[src/core/bsr_pkg.sv]
// Purpose: shared constants and types for the buck setpoint range control
// Assumes: two buck channels, register index times four gives the byte address
// Notes:   millivolt figures are held at 12 bits, enough for the top code

package bsr_pkg;

    // ==========================================================
    // sizes
    localparam int NUM_CH   = 2;
    localparam int NUM_MODE = 3;
    localparam int ADDR_W   = 9;
    localparam int IDX_W    = 7;
    localparam int CODE_W   = 6;
    localparam int MV_W     = 12;
    localparam int SYNC_W   = 3;

    // ==========================================================
    // register indexes, byte address = index * 4
    localparam logic [IDX_W-1:0] IDX_A_NORMAL  = 7'h3c;
    localparam logic [IDX_W-1:0] IDX_A_STANDBY = 7'h3d;
    localparam logic [IDX_W-1:0] IDX_A_SLEEP   = 7'h3e;
    localparam logic [IDX_W-1:0] IDX_B_NORMAL  = 7'h43;
    localparam logic [IDX_W-1:0] IDX_B_STANDBY = 7'h44;
    localparam logic [IDX_W-1:0] IDX_B_SLEEP   = 7'h45;
    localparam logic [IDX_W-1:0] IDX_STATUS    = 7'h48;
    localparam int               IDX_LSB       = 2;

    // ==========================================================
    // setpoint register layout and reset values
    localparam int               CODE_LSB     = 0;
    localparam int               RANGE_BIT    = 6;
    localparam int               UNUSED_BIT   = 7;
    localparam logic [CODE_W-1:0] CODE_RST    = 6'h00;
    localparam logic              RANGE_RST   = 1'h0;

    // ==========================================================
    // status register layout
    localparam int STAT_MODE_LSB = 0;
    localparam int STAT_RANGE_A  = 2;
    localparam int STAT_RANGE_B  = 3;
    localparam int STAT_LOW_A    = 4;
    localparam int STAT_LOW_B    = 5;
    localparam int STAT_OTP_DONE = 6;

    // ==========================================================
    // voltage decode in millivolts
    localparam logic [MV_W-1:0] LOW_BASE_MV   = 12'h190; // 400 mV
    localparam logic [MV_W-1:0] LOW_STEP_MV   = 12'h019; // 25 mV
    localparam logic [MV_W-1:0] HIGH_BASE_MV  = 12'h320; // 800 mV
    localparam logic [MV_W-1:0] HIGH_STEP_MV  = 12'h032; // 50 mV
    localparam logic [MV_W-1:0] MIN_OK_MV     = 12'h258; // 600 mV

    // ==========================================================
    // types
    typedef enum logic [1:0] {
        BSR_MODE_NORMAL  = 2'b00,
        BSR_MODE_STANDBY = 2'b01,
        BSR_MODE_SLEEP   = 2'b10
    } bsr_mode_t;

    typedef enum logic {
        BSR_BUS_IDLE = 1'b0,
        BSR_BUS_ACK  = 1'b1
    } bsr_bus_t;

    typedef struct packed {
        logic              range_select_bit;
        logic [CODE_W-1:0] setpoint_code;
    } bsr_code_t;

    typedef struct packed {
        bsr_code_t       code;
        logic [MV_W-1:0] mv;
        logic            too_low;
    } bsr_target_t;

endpackage

[src/core/bsr_setpoint_decode.sv]
// Purpose: picks the active setpoint of one channel and decodes it to millivolts
// Assumes: mode comes from logic on the same clock
// Notes:   outputs are registered, one cycle behind their inputs

`timescale 1ns/1ns

module bsr_setpoint_decode (
    input  wire logic                         clk,
    input  wire logic                         rst_n,
    input  wire logic [1:0]                   mode,
    input  wire logic [bsr_pkg::CODE_W-1:0]   normal_setpoint_code,
    input  wire logic [bsr_pkg::CODE_W-1:0]   standby_setpoint_code,
    input  wire logic [bsr_pkg::CODE_W-1:0]   sleep_setpoint_code,
    input  wire logic                         range_select_bit,
    output bsr_pkg::bsr_target_t              target
);

    // ==========================================================
    // decode
    bsr_pkg::bsr_target_t      target_d;
    bsr_pkg::bsr_target_t      target_q;
    logic [bsr_pkg::CODE_W-1:0] code_sel;
    logic [bsr_pkg::MV_W-1:0]   step_mul;

    // unused mode code 2'b11 falls back to normal as the safe choice
    always_comb begin
        case (mode)
            bsr_pkg::BSR_MODE_STANDBY: code_sel = standby_setpoint_code;
            bsr_pkg::BSR_MODE_SLEEP:   code_sel = sleep_setpoint_code;
            default:                   code_sel = normal_setpoint_code;
        endcase
        target_d.code.range_select_bit = range_select_bit;
        target_d.code.setpoint_code    = code_sel;
        if (range_select_bit) begin
            step_mul   = 12'(bsr_pkg::MV_W'(code_sel) * bsr_pkg::HIGH_STEP_MV);
            target_d.mv = 12'(bsr_pkg::HIGH_BASE_MV + step_mul);
        end else begin
            step_mul   = 12'(bsr_pkg::MV_W'(code_sel) * bsr_pkg::LOW_STEP_MV);
            target_d.mv = 12'(bsr_pkg::LOW_BASE_MV + step_mul);
        end
        // flagged only; the regulator itself is not stopped
        target_d.too_low = (target_d.mv <= bsr_pkg::MIN_OK_MV);
    end

    // output register
    always_ff @(posedge clk) begin
        if (!rst_n) begin
            target_q <= '0;
        end else begin
            target_q <= target_d;
        end
    end

    assign target = target_q;

endmodule

[src/core/bsr_range_ctrl.sv]
// Purpose: setpoint registers, range bit capture and bus slave for two bucks
// Assumes: PWR_MODE is driven by power control logic on CLK_SYS
// Notes:   OTP_LOAD and OTP_RANGE come from outside and are synchronised
//          register map, byte address = index * 4:
//            channel a normal, standby, sleep at 0x0f0, 0x0f4, 0x0f8
//            channel b normal, standby, sleep at 0x10c, 0x110, 0x114
//            status at 0x120, read-only
//          setpoint layout: [5:0] code, [6] range (read-only), [7] zero
//          status layout: [1:0] mode, [2] range a, [3] range b,
//            [4] too low a, [5] too low b, [6] range captured
//          status range and too-low bits lag the target by one cycle
//          every access costs one wait cycle; unmapped reads return zero
//          writes with byte lane 0 off, or to the status word, are dropped
//          range source: DEFAULT_RANGE at reset, then one capture per reset
//          the range never moves on a live rail once that capture is done
//          too-low is a flag only; the rail is not clamped or stopped
//
// Local design decisions: the address map and register access over Avalon-MM.

`timescale 1ns/1ns

module bsr_range_ctrl #(
    parameter logic [bsr_pkg::NUM_CH-1:0] DEFAULT_RANGE = 2'h0
) (
    input  wire logic                          CLK_SYS,
    input  wire logic                          RESET_N,
    input  wire logic [bsr_pkg::ADDR_W-1:0]    AVS_ADDRESS,
    input  wire logic                          AVS_READ,
    input  wire logic                          AVS_WRITE,
    input  wire logic [31:0]                   AVS_WRITEDATA,
    input  wire logic [3:0]                    AVS_BYTEENABLE,
    output      logic [31:0]                   AVS_READDATA,
    output      logic                          AVS_WAITREQUEST,
    input  wire logic                          OTP_LOAD,
    input  wire logic [bsr_pkg::NUM_CH-1:0]    OTP_RANGE,
    input  wire logic [1:0]                    PWR_MODE,
    output bsr_pkg::bsr_target_t [bsr_pkg::NUM_CH-1:0] TARGET
);

    // ==========================================================
    // input synchronisers
    logic [bsr_pkg::SYNC_W-1:0]                  load_sync_q;
    logic [bsr_pkg::SYNC_W-1:0]                  load_sync_d;
    logic [bsr_pkg::SYNC_W-1:0][bsr_pkg::NUM_CH-1:0] rng_sync_q;
    logic [bsr_pkg::SYNC_W-1:0][bsr_pkg::NUM_CH-1:0] rng_sync_d;
    logic                                        load_stable;
    logic                                        rng_stable;

    // shift one stage per clock; first stage feeds only the second
    always_comb begin
        load_sync_d = {load_sync_q[bsr_pkg::SYNC_W-2:0], OTP_LOAD};
        rng_sync_d  = {rng_sync_q[bsr_pkg::SYNC_W-2:0], OTP_RANGE};
    end

    always_ff @(posedge CLK_SYS) begin
        if (!RESET_N) begin
            load_sync_q <= '0;
            rng_sync_q  <= '0;
        end else begin
            load_sync_q <= load_sync_d;
            rng_sync_q  <= rng_sync_d;
        end
    end

    // a level counts only once stages two and three agree
    assign load_stable = load_sync_q[1] & load_sync_q[2];
    assign rng_stable  = (rng_sync_q[1] == rng_sync_q[2]);

    // ==========================================================
    // range bit capture
    logic [bsr_pkg::NUM_CH-1:0]                  rng_q [bsr_pkg::NUM_MODE];
    logic [bsr_pkg::NUM_CH-1:0]                  rng_d [bsr_pkg::NUM_MODE];
    logic                                        otp_done_q;
    logic                                        otp_done_d;

    // taken once per reset: later OTP pulses cannot move a live rail's range
    always_comb begin
        rng_d      = rng_q;
        otp_done_d = otp_done_q;
        if (!otp_done_q && load_stable && rng_stable) begin
            for (int m = 0; m < bsr_pkg::NUM_MODE; m++) begin
                rng_d[m] = rng_sync_q[2];
            end
            otp_done_d = 1'b1;
        end
    end

    // default range at reset, same value in all three mode registers
    always_ff @(posedge CLK_SYS) begin
        if (!RESET_N) begin
            for (int m = 0; m < bsr_pkg::NUM_MODE; m++) begin
                rng_q[m] <= DEFAULT_RANGE;
            end
            otp_done_q <= 1'b0;
        end else begin
            rng_q      <= rng_d;
            otp_done_q <= otp_done_d;
        end
    end

    // ==========================================================
    // address decode
    logic                                        hit_sp;
    logic                                        hit_stat;
    logic                                        ch_sel;
    logic [1:0]                                  md_sel;
    logic [bsr_pkg::IDX_W-1:0]                   idx;

    assign idx = AVS_ADDRESS[bsr_pkg::ADDR_W-1:bsr_pkg::IDX_LSB];

    // misaligned byte addresses fall through as unmapped
    always_comb begin
        hit_sp   = 1'b0;
        hit_stat = 1'b0;
        ch_sel   = 1'b0;
        md_sel   = bsr_pkg::BSR_MODE_NORMAL;
        if (AVS_ADDRESS[bsr_pkg::IDX_LSB-1:0] != 2'h0) begin
            hit_sp = 1'b0;
        end else if (idx == bsr_pkg::IDX_A_NORMAL) begin
            hit_sp = 1'b1;
        end else if (idx == bsr_pkg::IDX_A_STANDBY) begin
            hit_sp = 1'b1;
            md_sel = bsr_pkg::BSR_MODE_STANDBY;
        end else if (idx == bsr_pkg::IDX_A_SLEEP) begin
            hit_sp = 1'b1;
            md_sel = bsr_pkg::BSR_MODE_SLEEP;
        end else if (idx == bsr_pkg::IDX_B_NORMAL) begin
            hit_sp = 1'b1;
            ch_sel = 1'b1;
        end else if (idx == bsr_pkg::IDX_B_STANDBY) begin
            hit_sp = 1'b1;
            ch_sel = 1'b1;
            md_sel = bsr_pkg::BSR_MODE_STANDBY;
        end else if (idx == bsr_pkg::IDX_B_SLEEP) begin
            hit_sp = 1'b1;
            ch_sel = 1'b1;
            md_sel = bsr_pkg::BSR_MODE_SLEEP;
        end else if (idx == bsr_pkg::IDX_STATUS) begin
            hit_stat = 1'b1;
        end
    end

    // ==========================================================
    // bus handshake: one wait cycle on every access
    // setpoint store sits here because the read path below already uses it
    logic [bsr_pkg::CODE_W-1:0]                  sp_q [bsr_pkg::NUM_CH][bsr_pkg::NUM_MODE];
    logic [bsr_pkg::CODE_W-1:0]                  sp_d [bsr_pkg::NUM_CH][bsr_pkg::NUM_MODE];
    bsr_pkg::bsr_bus_t                           bus_q;
    bsr_pkg::bsr_bus_t                           bus_d;
    logic [31:0]                                 rdata_q;
    logic [31:0]                                 rdata_d;
    logic                                        req;
    logic                                        wr_take;

    assign req     = AVS_READ | AVS_WRITE;
    // write lands on the edge where waitrequest is low
    assign wr_take = AVS_WRITE && (bus_q == bsr_pkg::BSR_BUS_ACK);

    // read data is built in the wait cycle so it stands when released
    always_comb begin
        bus_d   = bus_q;
        rdata_d = rdata_q;
        case (bus_q)
            bsr_pkg::BSR_BUS_IDLE: begin
                if (req) begin
                    bus_d   = bsr_pkg::BSR_BUS_ACK;
                    rdata_d = '0; // unmapped reads return zero
                    if (AVS_READ && hit_sp) begin
                        rdata_d[bsr_pkg::CODE_LSB +: bsr_pkg::CODE_W] =
                            sp_q[ch_sel][md_sel];
                        rdata_d[bsr_pkg::RANGE_BIT]  = rng_q[md_sel][ch_sel];
                        rdata_d[bsr_pkg::UNUSED_BIT] = 1'b0;
                    end else if (AVS_READ && hit_stat) begin
                        rdata_d[bsr_pkg::STAT_MODE_LSB +: 2] = PWR_MODE;
                        rdata_d[bsr_pkg::STAT_RANGE_A]  = TARGET[0].code.range_select_bit;
                        rdata_d[bsr_pkg::STAT_RANGE_B]  = TARGET[1].code.range_select_bit;
                        rdata_d[bsr_pkg::STAT_LOW_A]    = TARGET[0].too_low;
                        rdata_d[bsr_pkg::STAT_LOW_B]    = TARGET[1].too_low;
                        rdata_d[bsr_pkg::STAT_OTP_DONE] = otp_done_q;
                    end
                end
            end
            bsr_pkg::BSR_BUS_ACK: begin
                bus_d = bsr_pkg::BSR_BUS_IDLE;
            end
            default: begin
                bus_d = bsr_pkg::BSR_BUS_IDLE;
            end
        endcase
    end

    always_ff @(posedge CLK_SYS) begin
        if (!RESET_N) begin
            bus_q   <= bsr_pkg::BSR_BUS_IDLE;
            rdata_q <= '0;
        end else begin
            bus_q   <= bus_d;
            rdata_q <= rdata_d;
        end
    end

    assign AVS_WAITREQUEST = req && (bus_q != bsr_pkg::BSR_BUS_ACK);
    assign AVS_READDATA    = rdata_q;

    // ==========================================================
    // setpoint registers
    // six codes, one per channel and mode; the range bits live apart

    // only the low six bits take write data; bits 6 and 7 are dropped
    always_comb begin
        sp_d = sp_q;
        if (wr_take && hit_sp && AVS_BYTEENABLE[0]) begin
            sp_d[ch_sel][md_sel] =
                AVS_WRITEDATA[bsr_pkg::CODE_LSB +: bsr_pkg::CODE_W];
        end
    end

    always_ff @(posedge CLK_SYS) begin
        if (!RESET_N) begin
            for (int c = 0; c < bsr_pkg::NUM_CH; c++) begin
                for (int m = 0; m < bsr_pkg::NUM_MODE; m++) begin
                    sp_q[c][m] <= bsr_pkg::CODE_RST;
                end
            end
        end else begin
            sp_q <= sp_d;
        end
    end

    // ==========================================================
    // per channel decode to the regulator
    // no cross-channel tie: single-phase setups rely on software
    // programming both channels alike, channel a then in control
    genvar g;
    generate
        for (g = 0; g < bsr_pkg::NUM_CH; g++) begin : g_ch
            bsr_setpoint_decode u_dec (
                .clk                   (CLK_SYS),
                .rst_n                 (RESET_N),
                .mode                  (PWR_MODE),
                .normal_setpoint_code  (sp_q[g][bsr_pkg::BSR_MODE_NORMAL]),
                .standby_setpoint_code (sp_q[g][bsr_pkg::BSR_MODE_STANDBY]),
                .sleep_setpoint_code   (sp_q[g][bsr_pkg::BSR_MODE_SLEEP]),
                .range_select_bit      (rng_q[bsr_pkg::BSR_MODE_NORMAL][g]),
                .target                (TARGET[g])
            );
        end
    endgenerate

endmodule

[config.mk]
export PLATFORM = sky130hd
export DESIGN_NAME = bsr_range_ctrl
export DESIGN_NICKNAME = d
export VERILOG_FILES = /design/src/core/bsr_pkg.sv /design/src/core/bsr_setpoint_decode.sv /design/src/core/bsr_range_ctrl.sv
export SDC_FILE = /design/constraint.sdc
export NUM_CORES = 1
export LEC_CHECK = 0
export BUFFER_PORTS_ARGS = -buffer_cell sky130_fd_sc_hd__buf_2
export CORE_MARGIN = 3
export CORE_UTILIZATION = 50
export CTS_CLUSTER_DIAMETER = 200
export DETAILED_ROUTE_END_ITERATION = 8
export GPL_ROUTABILITY_DRIVEN = 0
export GPL_TIMING_DRIVEN = 0
export PLACE_DENSITY = 0.73
export SLEW_MARGIN = 20
export SYNTH_ARGS = -nofsm -noshare
export SYNTH_HDL_FRONTEND = slang
export SYNTH_SLANG_ARGS = --single-unit
[constraint.sdc]
create_clock -name CLK_SYS -period 5.8 [get_ports CLK_SYS]
set_input_delay 0 -clock CLK_SYS [delete_from_list [all_inputs] [get_ports CLK_SYS]]
set_output_delay 0 -clock CLK_SYS [all_outputs]
set_load 0.02 [all_outputs]
==> metrics.yaml <==
run_status: "complete, no violations"
worstSkewPairLatency_ns: 0.36
drtPass1Iterations: 5
fin_skew_ns: 0.0114
die_width_microns: 119
detailedPlacementHpwl_mm: 12.5
post_route_cells_drive_above_1_share_pct: 16.4
wl_per_cell_microns: 16.5
rows: 40
cellPowerDensity_mw_per_mm2: 191
grt_first_pass_wirelength_mm: 26.6
final-hold-violation-count: 0
global_route.peak_usage_layer: "met2"
syn_to_final_growth_pct: 16.6
multi_input_logic_area_sq_mm: 0.00413
drtIter0Drc: 306
floorplan.initialDensity_pct: 52.4
whs_ns: 0.0286
cts_max_path_buffers: 2
final_max_slew_viol_count: 0
setup_tns_ns: 0
finish.net_count: 972
layout_worst_path_cycle_share_pct: 91.7
synth.avg_cell_area_sq_um: 9.05
worst-path-max-fanout: 10
static-leakage-power_nw: 3.79
route.antenna.remaining_nets: 0
synth-edff-count: 0
place.port_buffers: 70
critical_path.reg2reg.endpoint: "g_ch[1].u_dec.target[0]"
overall_global_routing_usage_pct: 23.2
post_synth_top_cells: "sky130_fd_sc_hd__dfxtp_1, sky130_fd_sc_hd__nor2_1, sky130_fd_sc_hd__ha_1"
overflow: 0
post-synth-top-count-cell: "sky130_fd_sc_hd__dfxtp_1"
holdPathStages: 3
rsz_0062_raised_after_global_routing: "no"
clk_pin_slew_ns: 0.07
hold_path.class: "primary input to register"
setup.worst_path.class: "primary input to register"
tritoncts.num_buffers: 9
hold-path-endpoint: "AVS_READDATA[0]"
synthesis_stage_register_bit_count: 96
worst_ep_arrival_time_ns: 5.59
slew_headroom_pct: 40.1
seq_area_sq_mm: 0.00192
reg2reg_depth: 15
floorplan.core_area_sq_mm: 0.0123
vias: 5436
worst_ep_required_ns: 6.07
grt_pass1_vias: 5368
post_synth_main_area_contributors: "sky130_fd_sc_hd__dfxtp_1, sky130_fd_sc_hd__ha_1, sky130_fd_sc_hd__mux2i_1"
post_cts.resized_instances: 0
synth-seq-area-share_pct: 29.9
reg_to_reg_setup_timing_slack_ns: 1.37
post-route-drc-count: 0
cp-end-kind: "register"
grt.met3_usage_pct: 4.42
fp.dieArea_sq_mm: 0.0142
routed_wl_mm: 16.4
grt_start_max_net_pins: 17
synthDominantCellAreaShare_pct: 29.9
hp-start: "PWR_MODE[0]"
setup_viol_count_final: 0
ys_dominant_reg_cell: "sky130_fd_sc_hd__dfxtp_1"
worst_voltage_drop_across_the_vdd_grid_mv: 0.155
via_count_normalized_by_instance_count: 5.45
syn_area_sq_mm: 0.00642
tritoncts: "built"
postSynth.asyncResetShare_pct: 0
cts-htree-levels: 3
netlist.top_cell.by_area: "sky130_fd_sc_hd__dfxtp_1"
period_minus_slack_ns: 5.32
gr-usage-met2_pct: 39.3
fmax_mhz: 188
fillerInstances: 1054
maxCapViolations: 0
cts_sinks: 96
grt_antenna_before_repair: 0
io_pins: 127
yosysWarningCount: 0
worstReg2RegStart: "sp_q[1]"
root_buffer_selected_by_cts: "sky130_fd_sc_hd__clkbuf_16"
die-height_microns: 119
startpoint_type: "primary input"
global_route.usage.met1_pct: 29.4
post_synth_num_cell_types: 69
worst_slew_pin_slew_ns: 0.889
synth_cells: 710
antennaDiodeCount: 0
==> registers in the layout, indices dropped and copies added, names as in the netlist <==
name and flops:
sp_q 36, rng_q 2, load_sync_q 3, AVS_READDATA 7, g_ch.u_dec.target 40, otp_done_q 1, rng_sync_d 4, rng_sync_q 2
bus_q 1
==> through the flow <==
stage | total power [W] | cell area (sq um) | setup slack, ns | instances | util [%]
5_1_grt | 0.00148 | 7490 | 0.105 | 998 | 61.1
6_report | 0.00143 | 7490 | 0.480 | 998 | 61.1
4_1_cts | 0.00144 | 7490 | 0.512 | 998 | 61.1
3_5_place_dp | 0.000814 | 7070 | 0.649 | 972 | 57.7
3_3_place_gp | 0.000812 | 7070 | 0.716 | 972 | 57.7
2_1_floorplan | 0.000776 | 6510 | 1.79 | 734 | -
==> power by group <==
part	total [W]	internal, W	leakage (nW)	switching, W
clock network	0.000624	0.000361	0.152	0.000263
logic	0.000135	0.0000490	2.86	0.0000864
registers	0.000672	0.000668	0.779	0.00000364
==> routing by layer <==
metal / vias to the layer above / wire [microns]
met3: 32 / 881
li1: 2650 / -
met2: 173 / 7870
met5: - / 0
met4: 0 / 402
met1: 2581 / 7290
==> area by class of cell <==
type	count	area share, %
buffer	52	4.03
clock buffer	11	3.37
clock inverter	5	0.852
inverter	44	2.20
multi-input combinational	542	55.1
sequential	96	25.7
tap	168	2.81
timing repair buffer	80	6.01
==> critical path: stages <==
cell and delay, ns:
sky130_fd_sc_hd__dlygate4sd3_1 0.54, sky130_fd_sc_hd__buf_2 0.14, sky130_fd_sc_hd__ha_1 0.26, sky130_fd_sc_hd__clkbuf_1 0.30, sky130_fd_sc_hd__buf_2 0.29, sky130_fd_sc_hd__buf_1 0.37
sky130_fd_sc_hd__nor2_1 0.10, sky130_fd_sc_hd__a21oi_1 0.61, sky130_fd_sc_hd__inv_1 0.30, sky130_fd_sc_hd__ha_1 0.37, sky130_fd_sc_hd__ha_1 0.20, sky130_fd_sc_hd__inv_1 0.07
sky130_fd_sc_hd__fa_1 0.48, sky130_fd_sc_hd__inv_1 0.06, sky130_fd_sc_hd__ha_1 0.22, sky130_fd_sc_hd__nand2_1 0.07, sky130_fd_sc_hd__nand3_1 0.10, sky130_fd_sc_hd__or2_1 0.30
sky130_fd_sc_hd__a2111oi_2 0.39, sky130_fd_sc_hd__a211oi_1 0.15, sky130_fd_sc_hd__nor4_2 0.25
==> cells in the final DEF (no fill, tap or decap), drive strengths merged, types with 4 or more instances in the layout <==
cell / instances
o22ai: 14
o21ai: 21
xnor2: 21
fa: 6
nor3: 10
dfxtp: 96
nand3: 10
buf: 103
mux2i: 66
a211oi: 4
a21oi: 34
ha: 87
nor2: 96
nand2: 43
a22oi: 17
a21o: 6
dlygate4sd3: 10
clkinv: 4
xor2: 7
and2: 18
nand2b: 4
conb: 25
o21a: 5
inv: 43
or2: 5
clkbuf: 30
==> cell families (layout without fill, tap and decap cells) <==
family / after synthesis / after routing / share of synthesized area [%]
mux: 66 / 66 / 10.3
compound gates: 123 / 123 / 12.9
other cells: 1 / 25 / 0.0584
simple gates: 207 / 207 / 17.0
flops: 96 / 96 / 29.9
xor+xnor: 28 / 28 / 3.82
fa+ha+maj: 93 / 93 / 18.8
buf+inv: 96 / 192 / 7.27
==> repair_timing <==
action / 4_1_cts / 5_1_grt
endpoints found under the hold margin: 29 / 0
hold buffers: 10 / 0
setup buffers: 0 / 0
==> worst max path at each step <==
stage                 from                       end  slack (ns)  cells after the start
3_3_place_gp   PWR_MODE[0]  g_ch[1].u_dec.target[12]        0.72                     20
5_1_grt        PWR_MODE[1]  g_ch[1].u_dec.target[12]        0.10                     20
2_1_floorplan  PWR_MODE[0]  g_ch[0].u_dec.target[12]        1.79                     19
3_5_place_dp   PWR_MODE[0]   g_ch[1].u_dec.target[0]        0.65                     21
6_report       PWR_MODE[1]   g_ch[1].u_dec.target[0]        0.48                     21
4_1_cts        PWR_MODE[1]   g_ch[1].u_dec.target[0]        0.51                     21
Note: power is estimated with default switching activity, not from simulation.
